--- src/bmd_defs.svh ---
// Purpose: Register indices, field positions, reset values and address tags of the memory address decoder.
// Assumes: Register byte address is four times the register index.
// Notes: Definitions only.
`ifndef BMD_DEFS_SVH
`define BMD_DEFS_SVH

// Register indices; the byte address is the index times four.
`define BMD_IDX_MCS_CTRL 8'h44
`define BMD_IDX_MCS_HOLE_BOT 8'h45
`define BMD_IDX_MCS_HOLE_TOP 8'h46
`define BMD_IDX_MCS_TOM 8'h47
`define BMD_IDX_ISA_FWD_CTRL 8'h48
`define BMD_IDX_ISA_ROM_EN 8'h49
`define BMD_IDX_ISA_HOLE_BOT 8'h4A
`define BMD_IDX_ISA_HOLE_TOP 8'h4B
`define BMD_IDX_DECODE_AUX 8'h50
`define BMD_IDX_DECODE_STATUS 8'h51

// Reset values.
`define BMD_RST_MCS_CTRL 8'h00
`define BMD_RST_HOLE_BOT 8'h10
`define BMD_RST_HOLE_TOP 8'h0F
`define BMD_RST_MCS_TOM 8'h00
`define BMD_RST_ISA_FWD_CTRL 8'h01
`define BMD_RST_ISA_ROM_EN 8'h00
`define BMD_RST_DECODE_AUX 8'h01

// Field positions.
`define BMD_CTRL_MID_RD 0
`define BMD_CTRL_MID_WE 1
`define BMD_CTRL_BIOS_RD 2
`define BMD_CTRL_BIOS_WE 3
`define BMD_CTRL_MASTER 4
`define BMD_FWD_LOW 0
`define BMD_FWD_MID 1
`define BMD_FWD_VGA 2
`define BMD_FWD_LOW_BIOS 3
`define BMD_AUX_POS_BIOS 0
`define BMD_AUX_BOOT_ROM 1

// Address tags of the fixed segments below 1 MB.
`define BMD_TAG_LOW_512K 13'h0000
`define BMD_TAG_MID_128K 15'h0004
`define BMD_TAG_VGA_128K 15'h0005
`define BMD_TAG_ROM_128K 15'h0006
`define BMD_TAG_LOW_BIOS 16'h000E
`define BMD_TAG_UPPER_BIOS 16'h000F
`endif

--- src/bmd_pkg.sv ---
// Purpose: Types shared by the memory address decoder and its bench.
// Assumes: 32-bit addresses and APB data.
// Notes: Constants live in bmd_defs.svh.
package bmd_pkg;
   typedef logic [31:0] bmd_word_type;
   typedef logic [7:0] bmd_reg_type;
   // APB slave phase, Gray coded along idle, setup, access.
   typedef enum logic [1:0]
   {
      BMD_PH_IDLE = 2'b00,
      BMD_PH_SETUP = 2'b01,
      BMD_PH_ACCESS = 2'b11
   } bmd_phase_type;
endpackage

--- src/bmd_decode.sv ---
// Purpose: Memory address decode of a PCI-to-ISA bridge with an APB register file.
// Assumes: Request inputs are synchronous to clock_i; results appear one cycle later.
// Notes: Every output comes from a flip-flop.
`timescale 1ns/1ps
`include "bmd_defs.svh"

module bmd_decode
(
   input wire logic clock_i,
   input wire logic rst_n_i,
   // APB slave.
   input wire logic psel_i,
   input wire logic penable_i,
   input wire logic pwrite_i,
   input wire bmd_pkg::bmd_word_type paddr_i,
   input wire bmd_pkg::bmd_word_type pwdata_i,
   input wire logic [3:0] pstrb_i,
   output logic pready_o,
   output bmd_pkg::bmd_word_type prdata_o,
   output logic pslverr_o,
   // PCI master memory access.
   input wire logic pci_req_valid_i,
   input wire logic pci_write_i,
   input wire bmd_pkg::bmd_word_type pci_addr_i,
   output logic main_memory_select_n_o,
   output logic bios_positive_decode_o,
   // ISA master or DMA memory cycle.
   input wire logic isa_req_valid_i,
   input wire bmd_pkg::bmd_word_type isa_addr_i,
   output logic isa_forward_pci_o,
   output logic isa_keep_isa_o
);
   import bmd_pkg::*;

   bmd_reg_type mcs_ctrl_r;
   bmd_reg_type mcs_hole_bot_r;
   bmd_reg_type mcs_hole_top_r;
   bmd_reg_type mcs_tom_r;
   bmd_reg_type isa_fwd_ctrl_r;
   bmd_reg_type isa_rom_en_r;
   bmd_reg_type isa_hole_bot_r;
   bmd_reg_type isa_hole_top_r;
   bmd_reg_type decode_aux_r;
   bmd_phase_type phase_r;
   bmd_phase_type phase_nxt;
   logic pci_hole_hit_r;
   logic isa_hole_hit_r;

   // APB decode: word index from address bits 9:2, anything else unmapped.
   wire [7:0] word_idx = paddr_i[9:2];
   wire addr_aligned = (paddr_i[31:10] == 22'h000000) && (paddr_i[1:0] == 2'h0);
   wire hit_ctrl = addr_aligned && (word_idx == `BMD_IDX_MCS_CTRL);
   wire hit_hbot = addr_aligned && (word_idx == `BMD_IDX_MCS_HOLE_BOT);
   wire hit_htop = addr_aligned && (word_idx == `BMD_IDX_MCS_HOLE_TOP);
   wire hit_tom = addr_aligned && (word_idx == `BMD_IDX_MCS_TOM);
   wire hit_fwd = addr_aligned && (word_idx == `BMD_IDX_ISA_FWD_CTRL);
   wire hit_rom = addr_aligned && (word_idx == `BMD_IDX_ISA_ROM_EN);
   wire hit_ihbot = addr_aligned && (word_idx == `BMD_IDX_ISA_HOLE_BOT);
   wire hit_ihtop = addr_aligned && (word_idx == `BMD_IDX_ISA_HOLE_TOP);
   wire hit_aux = addr_aligned && (word_idx == `BMD_IDX_DECODE_AUX);
   wire hit_stat = addr_aligned && (word_idx == `BMD_IDX_DECODE_STATUS);
   wire hit_any = hit_ctrl | hit_hbot | hit_htop | hit_tom | hit_fwd | hit_rom |
                  hit_ihbot | hit_ihtop | hit_aux | hit_stat;

   // A write lands only at the access edge where pready is seen high, and only with lane 0 enabled.
   wire setup_cycle = psel_i && !penable_i;
   wire wr_commit = psel_i && penable_i && pready_o && pwrite_i && pstrb_i[0] && !pslverr_o;
   wire [7:0] wr_byte = pwdata_i[7:0];

   // Status register shows the block's own last decode results; it is read-only.
   wire [7:0] status_byte = {4'h0, isa_hole_hit_r, pci_hole_hit_r, isa_forward_pci_o,
                             !main_memory_select_n_o};

   // Read mux; reserved control bits 7:5 read as zero because they are never stored.
   wire [7:0] rd_byte = hit_ctrl ? mcs_ctrl_r :
                        hit_hbot ? mcs_hole_bot_r :
                        hit_htop ? mcs_hole_top_r :
                        hit_tom ? mcs_tom_r :
                        hit_fwd ? isa_fwd_ctrl_r :
                        hit_rom ? isa_rom_en_r :
                        hit_ihbot ? isa_hole_bot_r :
                        hit_ihtop ? isa_hole_top_r :
                        hit_aux ? decode_aux_r :
                        hit_stat ? status_byte : 8'h00;

   // Phase walk; the answer is always ready on the first access cycle, so no wait states.
   always_comb
   begin
      case (phase_r)
         BMD_PH_IDLE: phase_nxt = setup_cycle ? BMD_PH_SETUP : BMD_PH_IDLE;
         BMD_PH_SETUP: phase_nxt = BMD_PH_ACCESS;
         BMD_PH_ACCESS: phase_nxt = setup_cycle ? BMD_PH_SETUP : BMD_PH_IDLE;
         default: phase_nxt = BMD_PH_IDLE;
      endcase
   end

   // APB answer flops: data and error are latched in the setup cycle and held through access.
   always_ff @(posedge clock_i or negedge rst_n_i)
   begin
      if (!rst_n_i)
      begin
         phase_r <= BMD_PH_IDLE;
         pready_o <= 1'b0;
         prdata_o <= 32'h00000000;
         pslverr_o <= 1'b0;
      end
      else
      begin
         phase_r <= phase_nxt;
         pready_o <= setup_cycle;
         if (setup_cycle)
         begin
            prdata_o <= pwrite_i ? 32'h00000000 : {24'h000000, rd_byte};
            pslverr_o <= !hit_any || (pwrite_i && hit_stat);
         end
      end
   end

   // Configuration registers; reserved bits of the control register are never stored.
   always_ff @(posedge clock_i or negedge rst_n_i)
   begin
      if (!rst_n_i)
      begin
         mcs_ctrl_r <= `BMD_RST_MCS_CTRL;
         mcs_hole_bot_r <= `BMD_RST_HOLE_BOT;
         mcs_hole_top_r <= `BMD_RST_HOLE_TOP;
         mcs_tom_r <= `BMD_RST_MCS_TOM;
         isa_fwd_ctrl_r <= `BMD_RST_ISA_FWD_CTRL;
         isa_rom_en_r <= `BMD_RST_ISA_ROM_EN;
         isa_hole_bot_r <= `BMD_RST_HOLE_BOT;
         isa_hole_top_r <= `BMD_RST_HOLE_TOP;
         decode_aux_r <= `BMD_RST_DECODE_AUX;
      end
      else if (wr_commit)
      begin
         if (hit_ctrl) mcs_ctrl_r <= {3'h0, wr_byte[4:0]};
         if (hit_hbot) mcs_hole_bot_r <= wr_byte;
         if (hit_htop) mcs_hole_top_r <= wr_byte;
         if (hit_tom) mcs_tom_r <= wr_byte;
         if (hit_fwd) isa_fwd_ctrl_r <= wr_byte;
         if (hit_rom) isa_rom_en_r <= wr_byte;
         if (hit_ihbot) isa_hole_bot_r <= wr_byte;
         if (hit_ihtop) isa_hole_top_r <= wr_byte;
         if (hit_aux) decode_aux_r <= {6'h00, wr_byte[1:0]};
      end
   end

   // PCI side segment decode below 1 MB.
   wire master_en = mcs_ctrl_r[`BMD_CTRL_MASTER];
   wire pci_low = (pci_addr_i[31:19] == `BMD_TAG_LOW_512K);
   wire pci_mid = (pci_addr_i[31:17] == `BMD_TAG_MID_128K);
   wire pci_bios = (pci_addr_i[31:16] == `BMD_TAG_UPPER_BIOS);
   // The 512-640 KB and upper BIOS segments each pick their write or read enable; both clear means no select at all.
   wire mid_ok = pci_write_i ? mcs_ctrl_r[`BMD_CTRL_MID_WE] : mcs_ctrl_r[`BMD_CTRL_MID_RD];
   wire bios_ok = pci_write_i ? mcs_ctrl_r[`BMD_CTRL_BIOS_WE] : mcs_ctrl_r[`BMD_CTRL_BIOS_RD];

   // Region from 2 MB up to the boundary: a code of v covers 2 MB steps 1..v, so 00h is empty.
   wire pci_tom = (pci_addr_i[31:29] == 3'h0) && (pci_addr_i[28:21] != 8'h00) &&
                  (pci_addr_i[28:21] <= mcs_tom_r);

   // Hole: inclusive bounds on bits 23:16, only under 16 MB; top below bottom matches nothing.
   wire pci_hole = (pci_addr_i[31:24] == 8'h00) &&
                   (pci_addr_i[23:16] >= mcs_hole_bot_r) && (pci_addr_i[23:16] <= mcs_hole_top_r);

   // The lowest 512 KB has no enables of its own and follows the master enable alone.
   wire pci_region = pci_low || (pci_mid && mid_ok) || (pci_bios && bios_ok) || pci_tom;
   wire pci_select = pci_req_valid_i && master_en && pci_region && !pci_hole;

   // ISA side: 1 MB up to (n+1) MB, so code 0 leaves the region empty.
   wire [3:0] isa_top = isa_fwd_ctrl_r[7:4];
   wire isa_upper = (isa_addr_i[31:24] == 8'h00) && (isa_addr_i[23:20] != 4'h0) &&
                    (isa_addr_i[23:20] <= isa_top);
   wire isa_hole = (isa_addr_i[31:24] == 8'h00) &&
                   (isa_addr_i[23:16] >= isa_hole_bot_r) && (isa_addr_i[23:16] <= isa_hole_top_r);
   wire isa_low = (isa_addr_i[31:19] == `BMD_TAG_LOW_512K) && isa_fwd_ctrl_r[`BMD_FWD_LOW];
   wire isa_mid = (isa_addr_i[31:17] == `BMD_TAG_MID_128K) && isa_fwd_ctrl_r[`BMD_FWD_MID];
   wire isa_vga = (isa_addr_i[31:17] == `BMD_TAG_VGA_128K) && isa_fwd_ctrl_r[`BMD_FWD_VGA];
   // The boot ROM select enable wins over the low BIOS forward enable.
   wire isa_lbios = (isa_addr_i[31:16] == `BMD_TAG_LOW_BIOS) && isa_fwd_ctrl_r[`BMD_FWD_LOW_BIOS] &&
                    !decode_aux_r[`BMD_AUX_BOOT_ROM];
   // ROM area blocks of 16 KB are picked by address bits 16:14.
   wire isa_rom = (isa_addr_i[31:17] == `BMD_TAG_ROM_128K) && isa_rom_en_r[isa_addr_i[16:14]];
   wire isa_forward = isa_req_valid_i &&
                      ((isa_upper && !isa_hole) || isa_low || isa_mid || isa_vga || isa_lbios || isa_rom);

   // Decode result flops; the select is held deasserted while no request is presented.
   always_ff @(posedge clock_i or negedge rst_n_i)
   begin
      if (!rst_n_i)
      begin
         main_memory_select_n_o <= 1'b1;
         bios_positive_decode_o <= 1'b1;
         isa_forward_pci_o <= 1'b0;
         isa_keep_isa_o <= 1'b0;
         pci_hole_hit_r <= 1'b0;
         isa_hole_hit_r <= 1'b0;
      end
      else
      begin
         main_memory_select_n_o <= !pci_select;
         // Positive upper BIOS decode only while the memory select function is off.
         bios_positive_decode_o <= decode_aux_r[`BMD_AUX_POS_BIOS] && !master_en;
         isa_forward_pci_o <= isa_forward;
         isa_keep_isa_o <= isa_req_valid_i && !isa_forward;
         pci_hole_hit_r <= pci_req_valid_i && pci_hole;
         isa_hole_hit_r <= isa_req_valid_i && isa_hole;
      end
   end

   wire chk_in_hole = (pci_addr_i[31:24] == 8'h00) && (mcs_hole_top_r >= mcs_hole_bot_r) &&
                      (pci_addr_i[23:16] >= mcs_hole_bot_r) && (pci_addr_i[23:16] <= mcs_hole_top_r);
endmodule

--- config.mk ---
export PLATFORM = sky130hd
export DESIGN_NAME = bmd_decode
export DESIGN_NICKNAME = d
export VERILOG_FILES = /design/src/bmd_pkg.sv /design/src/bmd_decode.sv
export VERILOG_INCLUDE_DIRS = /design/src
export SDC_FILE = /design/constraint.sdc
export NUM_CORES = 1
export LEC_CHECK = 0
export ABC_CLOCK_PERIOD_IN_PS = 5000
export CORE_UTILIZATION = 60
export DETAILED_ROUTE_END_ITERATION = 8
export DONT_BUFFER_PORTS = 1
export PLACE_DENSITY = 0.81
export SLEW_MARGIN = 20
export SYNTH_ARGS = -nofsm -noshare
export SYNTH_HDL_FRONTEND = slang
export SYNTH_SLANG_ARGS = --single-unit
--- constraint.sdc ---
create_clock -name clock_i -period 5 [get_ports clock_i]
set_input_delay 0.25 -clock clock_i [delete_from_list [all_inputs] [get_ports clock_i]]
set_output_delay 0.25 -clock clock_i [all_outputs]
set_load 0.01 [all_outputs]
### Yosys cells after proc, flatten, opt, wreduce, memory -nomap -nowiden

Cells that the tools add are included.

| storage, ports and cells | value |
|---|---|
| flip-flop bits (word level) | 103 |
| latch bits | 0 |
| RAM bits | 0 |
| memory bits (read-only) | 0 |
| input bits | 140 |
| output and inout port bits | 38 |
| word-level logic and storage cells | 145 |
| memories | 0 |

| operators by class | value |
|---|---|
| $add $sub $neg | 0 |
| multipliers | 0 |
| div/mod/pow operators | 0 |
| magnitude comparators | 7 |
| equality and inequality tests | 16 |
| shifts and indexed selects | 0 |
| mux-type cells | 15 |
| bitwise logic cells | 9 |
| reductions and logical operators | 80 |

Operators by type and width:

| kind | count |
|---|---|
| $eq 8x7->1 const B | 10 |
| $mux 8 | 9 |
| $eq 15x3->1 const B | 4 |
| $logic_and 1x1->1 | 43 |
| $eq 16x4->1 const B | 2 |
| $logic_not 13->1 | 2 |
| $le 8x8->1 | 3 |
| $logic_not 22->1 | 1 |
| $reduce_and 2->1 | 9 |
| $ge 8x8->1 | 2 |
| $logic_not 8->1 | 2 |
| $logic_not 1->1 | 10 |
| $logic_or 1x1->1 | 9 |
| $or 1x1->1 | 9 |
| $mux 4 | 2 |
| $reduce_bool 8->1 | 1 |
| $le 4x4->1 | 1 |
| $lt 3x4->1 const B | 1 |
| $reduce_bool 4->1 | 1 |
| $bmux 1 s3 | 1 |
| $logic_not 3->1 | 1 |
| $mux 1 | 3 |
| $logic_not 2->1 | 1 |

### Logic depth before layout (Yosys ltp)

| logic depth | value |
|---|---|
| depth after elaboration | 14 |
| mapped depth | 8 |
| gate-level depth less buffers | 8 |

### Worst setup path after synthesis

Ideal clock, no wire load.

| timing | value |
|---|---|
| kind | register to register |
| start point | register isa_hole_top_r[2] |
| end point | register isa_keep_isa_o |
| library setup time | 0.066 ns |
| data arrival time | 2.086 ns |
| required time | 4.934 ns |
| slack | 2.848 ns |
| cell stages (with the launch flop) | 9 |
| buffers on the path | 0 |
| cells stage by stage | dfstp_2 -> inv_1 -> ha_1 -> and4b_1 -> a211oi_1 -> nor3b_1 -> or4b_1 -> a32oi_1 -> and2_1 |

| on the way | value |
|---|---|
| longest elaborated chain between the ends | 12 |

RTL lines:

| element | RTL line | RTL |
|---|---|---|
| from (decl) | bmd_decode.sv:42 | `bmd_reg_type isa_hole_top_r;` |
| from (signal assigned) | bmd_decode.sv:131 | `` isa_hole_top_r <= `BMD_RST_HOLE_TOP; `` |
| from (signal assigned) | bmd_decode.sv:143 | `if (hit_ihtop) isa_hole_top_r <= wr_byte;` |
| $le 8x8->1 | bmd_decode.sv:174 | `(isa_addr_i[23:16] >= isa_hole_bot_r) && (isa_addr_i[23:16] <= isa_hole_top_r);` |
| $logic_and 1x1->1 | bmd_decode.sv:174 |  |
| $logic_not 1->1 | bmd_decode.sv:184 | `((isa_upper && !isa_hole) \|\| isa_low \|\| isa_mid \|\| isa_vga \|\| isa_lbios \|\| isa_rom);` |
| $logic_and 1x1->1 | bmd_decode.sv:184 |  |
| $logic_or 1x1->1 (5 in series) | bmd_decode.sv:184 |  |
| $logic_and 1x1->1 | bmd_decode.sv:183 | `wire isa_forward = isa_req_valid_i &&` |
| $logic_not 1->1 | bmd_decode.sv:204 | `isa_keep_isa_o <= isa_req_valid_i && !isa_forward;` |
| $logic_and 1x1->1 | bmd_decode.sv:204 |  |
| to (signal assigned) | bmd_decode.sv:204 |  |
| to (decl) | bmd_decode.sv:31 | `output logic isa_keep_isa_o` |

Every way passes these cells.
A chain may end at the register's enable or synchronous reset.

### Worst setup path after layout

| timing | value |
|---|---|
| start point | input paddr_i[12] |
| end point | register mcs_ctrl_r[3] |

| on the way | value |
|---|---|
| longest elaborated chain between the ends | 4 |

RTL lines:

| element | RTL line | RTL |
|---|---|---|
| from (decl) | bmd_decode.sv:15 | `input wire bmd_pkg::bmd_word_type paddr_i,` |
| $logic_not 22->1 | bmd_decode.sv:51 | `wire addr_aligned = (paddr_i[31:10] == 22'h000000) && (paddr_i[1:0] == 2'h0);` |
| $logic_and 1x1->1 | bmd_decode.sv:51 |  |
| $logic_and 1x1->1 | bmd_decode.sv:52 | `` wire hit_ctrl = addr_aligned && (word_idx == `BMD_IDX_MCS_CTRL); `` |
| $reduce_and 2->1 (no line) | n/a |  |
| to (signal assigned) | bmd_decode.sv:124 | `` mcs_ctrl_r <= `BMD_RST_MCS_CTRL; `` |
| to (signal assigned) | bmd_decode.sv:136 | `if (hit_ctrl) mcs_ctrl_r <= {3'h0, wr_byte[4:0]};` |
| to (decl) | bmd_decode.sv:35 | `bmd_reg_type mcs_ctrl_r;` |

Every way passes these cells.

==> flow_summary.toml <==
[clock_tree]
cts.clk_slew.worst_paths_ps = 80
cts_setup_buffers = 0
insertion_delay_ps = 350
cts_made_buffers = 9
htreeDepth = 3
clockBufferDepth = 2
clockRootBuffer = "clkbuf_8"
cts.sinks = 79
cts_tree = "built"

[worst_setup_path]
path_buf_inv = 0
crit_type = "in2reg"
worst_setup_path_end_kind = "flop"
worstPathArrival_ps = 2720
cp_cell_sequence = "nor4_1 -> and4_1 -> nand4_2 -> nor4b_4 -> and3_1 -> mux2_2"
crit_path_max_fanout = 9
cp-start-kind = "input pin"
required_ps = 5240
cp_top_family = "simple AND/OR/NAND/NOR gates"
slowest_stage = "nor4b_4"
slowest_delay_ps = 940

[job]
drv_cap = 0

[synthesis]
yosysWarnings = 0
synth_compound_gate_area_share = 0.1179
synth_top_family_by_area = "multiplexers"
syn_avg_cell_area_um2 = 10.68
async_flop_share = 1.000
synth_cells = 493
synth-xor-area-share = 0
synth_edf_count = 0
synth_cell_types = 62
synth_top_area_share = 0.3090
ys_ff_latch = 79
synth_simple_gate_area_frac = 0.1319
yosys-top-cells-area = "dfrtp_1, mux2_2, ha_1"
yosysSeqAreaShare = 0.3789
syn_area_um2 = 5264
synth.area.mux_share = 0.1845
yosysTopAreaCell = "dfrtp_1"
yosys.area_share.adder = 0.1046
synth_flop_cell = "dfrtp_1"

[place]
gp_congestion = 0.8246
place_hpwl_mm = 9.165
portBuffers = 0

[routing]
drc = 0
vias = 3834
ant_nets = 0
drtIter0Drc = 216
wirelength_mm = 12.26
dr.pass1.iters = 5
wl_per_cell_um = 20.37
via_per_inst = 6.369

[global_routing]
track_usage = 0.2870
grt_max_degree = 80
grt_pass1_wl_mm = 19.35
grt_pass1_vias = 3760
antenna_found_initial = 0
grt_remaining_overflow = 0

[power_and_ir_drop]
powerDensity_nw_per_um2 = 246.0
internal_power_mw = 1.062
power.share.combinational = 0.073
leakagePower_nw = 2.474
power_switching_mw = 0.3042
seqPwrFrac = 0.471
switching_share = 0.2227
max-vdd-ir-drop_v = 0.0001468
p_clk_frac = 0.456

[finish]
final_cell_mix = "dfrtp_1, mux2_2, inv_1"
fillCellCount = 629
drive_gt1_frac = 0.2314
fin_nets = 676
area_growth_pct = 5.467
final_common_cell = "dfrtp_1"
diodes = 0

[status]
status = "finished, final reports clean"

[floorplanning]
ios = 178
core.rowCount = 33
die_area_um2 = 9152
initial_utilization = 0.6311
coreArea_um2 = 8341
die_w_um = 95.67
die_height_um = 95.67

[sta]
final_hold_viol_count = 0
fmax_ghz = 0.4035
rsz0062_at_grt = "no"
period_share = 0.4957
finClkSkew_ps = 13.08
finalCriticalPeriod_ps = 2478
whs_ps = 24.26
tns_ps = 0
finalSetupViolCount = 0
worstMarginPinSlew_ps = 1064
max_slew_margin = 0.2876
slew_violations = 0

[min_path]
hold_class = "in2reg"
[routing by layer]
layer  GRT usage  part of all wire  wire length (um)  vias up
met3     0.06140             0.066               804       22
met4     0.08458             0.021               253        0
li1            -                 -                 -     1761
met5           0                 0                 0        -
met1      0.3805              0.42              5147     1884
met2      0.4726              0.49              6059      167
[state kept, by name, indices dropped and copies added, names as in the netlist, 8 cells and up]
register        count
isa_rom_en_r        8
mcs_tom_r           8
mcs_hole_top_r      8
prdata_o            8
isa_hole_top_r      8
isa_hole_bot_r      8
mcs_hole_bot_r      8
isa_fwd_ctrl_r      8
[through the flow]
| step | power [mW] | setup WS [ps] | cell area, um2 | std cells | util |
|---|---|---|---|---|---|
| final | 1.366 | 2522 | 5552 | 602 | 0.6656 |
| after global placement | 0.7333 | 2145 | 5241 | 583 | 0.6284 |
| after global routing | 1.418 | 2315 | 5552 | 602 | 0.6656 |
| after detailed placement | 0.7374 | 2120 | 5241 | 583 | 0.6284 |
| after floorplan | 0.7458 | 2848 | 5350 | 516 | - |
| after CTS | 1.371 | 2488 | 5549 | 602 | 0.6653 |
[power groups by stage]
stage / Clock [mW] / Sequential [mW] / Combinational [mW]
floorplan: 0 / 0.655 / 0.0907
global placement: 0 / 0.656 / 0.0777
detailed placement: 0 / 0.656 / 0.0817
CTS: 0.627 / 0.643 / 0.0999
global route: 0.659 / 0.644 / 0.116
finish: 0.622 / 0.643 / 0.100
[synthesized netlist by cell type (all sizes together), types with 4 or more instances]
master,number
nor3,7
ha,44
o31ai,7
buf,32
nor2,20
nor4,10
mux2i,7
nand2,23
clkbuf,6
o211ai,5
nand4,10
mux2,64
mux4,8
o21ai,16
a2111oi,4
dfstp,14
dfrtp,65
a21oi,27
nand2b,7
nand3,9
inv,48
a21o,8
nor2b,7
[area by class of cell]
| type | instances | area [um2] | share of cell area |
|---|---|---|---|
| clock inverters | 6 | 132.6 | 0.02389 |
| well taps | 105 | 131.4 | 0.02366 |
| multi-input cells | 351 | 2938 | 0.5292 |
| clock buffers | 10 | 127.6 | 0.02299 |
| inverters | 48 | 180.2 | 0.03245 |
| repair buffers | 3 | 47.55 | 0.008564 |
| flip-flops and latches | 79 | 1994 | 0.3593 |
[worst register-to-register path, stage by stage, from the launching register on]
cell	delay [ps]
dfrtp_1	400
nand4_1	160
nor4b_4	940
and3_1	450
mux2_2	370
[worst paths after layout]
kind                                  from                endpoint  slack (ps)  cells after the start
setup / recovery               paddr_i[12]           mcs_ctrl_r[3]        2520                      6
max in group asynchronous          rst_n_i  main_memory_select_n_o        4200                      2
hold / removal             isa_req_valid_i       isa_forward_pci_o          20                      2
setup reg to reg                  pready_o           mcs_ctrl_r[3]        2560                      4
min in group asynchronous          rst_n_i                pready_o         440                      2
hold reg to reg               mcs_tom_r[6]            mcs_tom_r[6]         510                      1
[kinds of logic after synthesis]
kind of cell,after synthesis
mux,79
other cells,1
simple gates,110
flops,79
fa+ha+maj,44
compound gates,94
buf+inv,86
[what timing repair did]
item / in CTS / in global routing
gates resized for setup: 0 / 0
hold endpoints to repair: 80 / 0
hold buffers: 3 / 0
endpoints found under the setup margin: 0 / 0
Power figures use the tool's default switching activity.
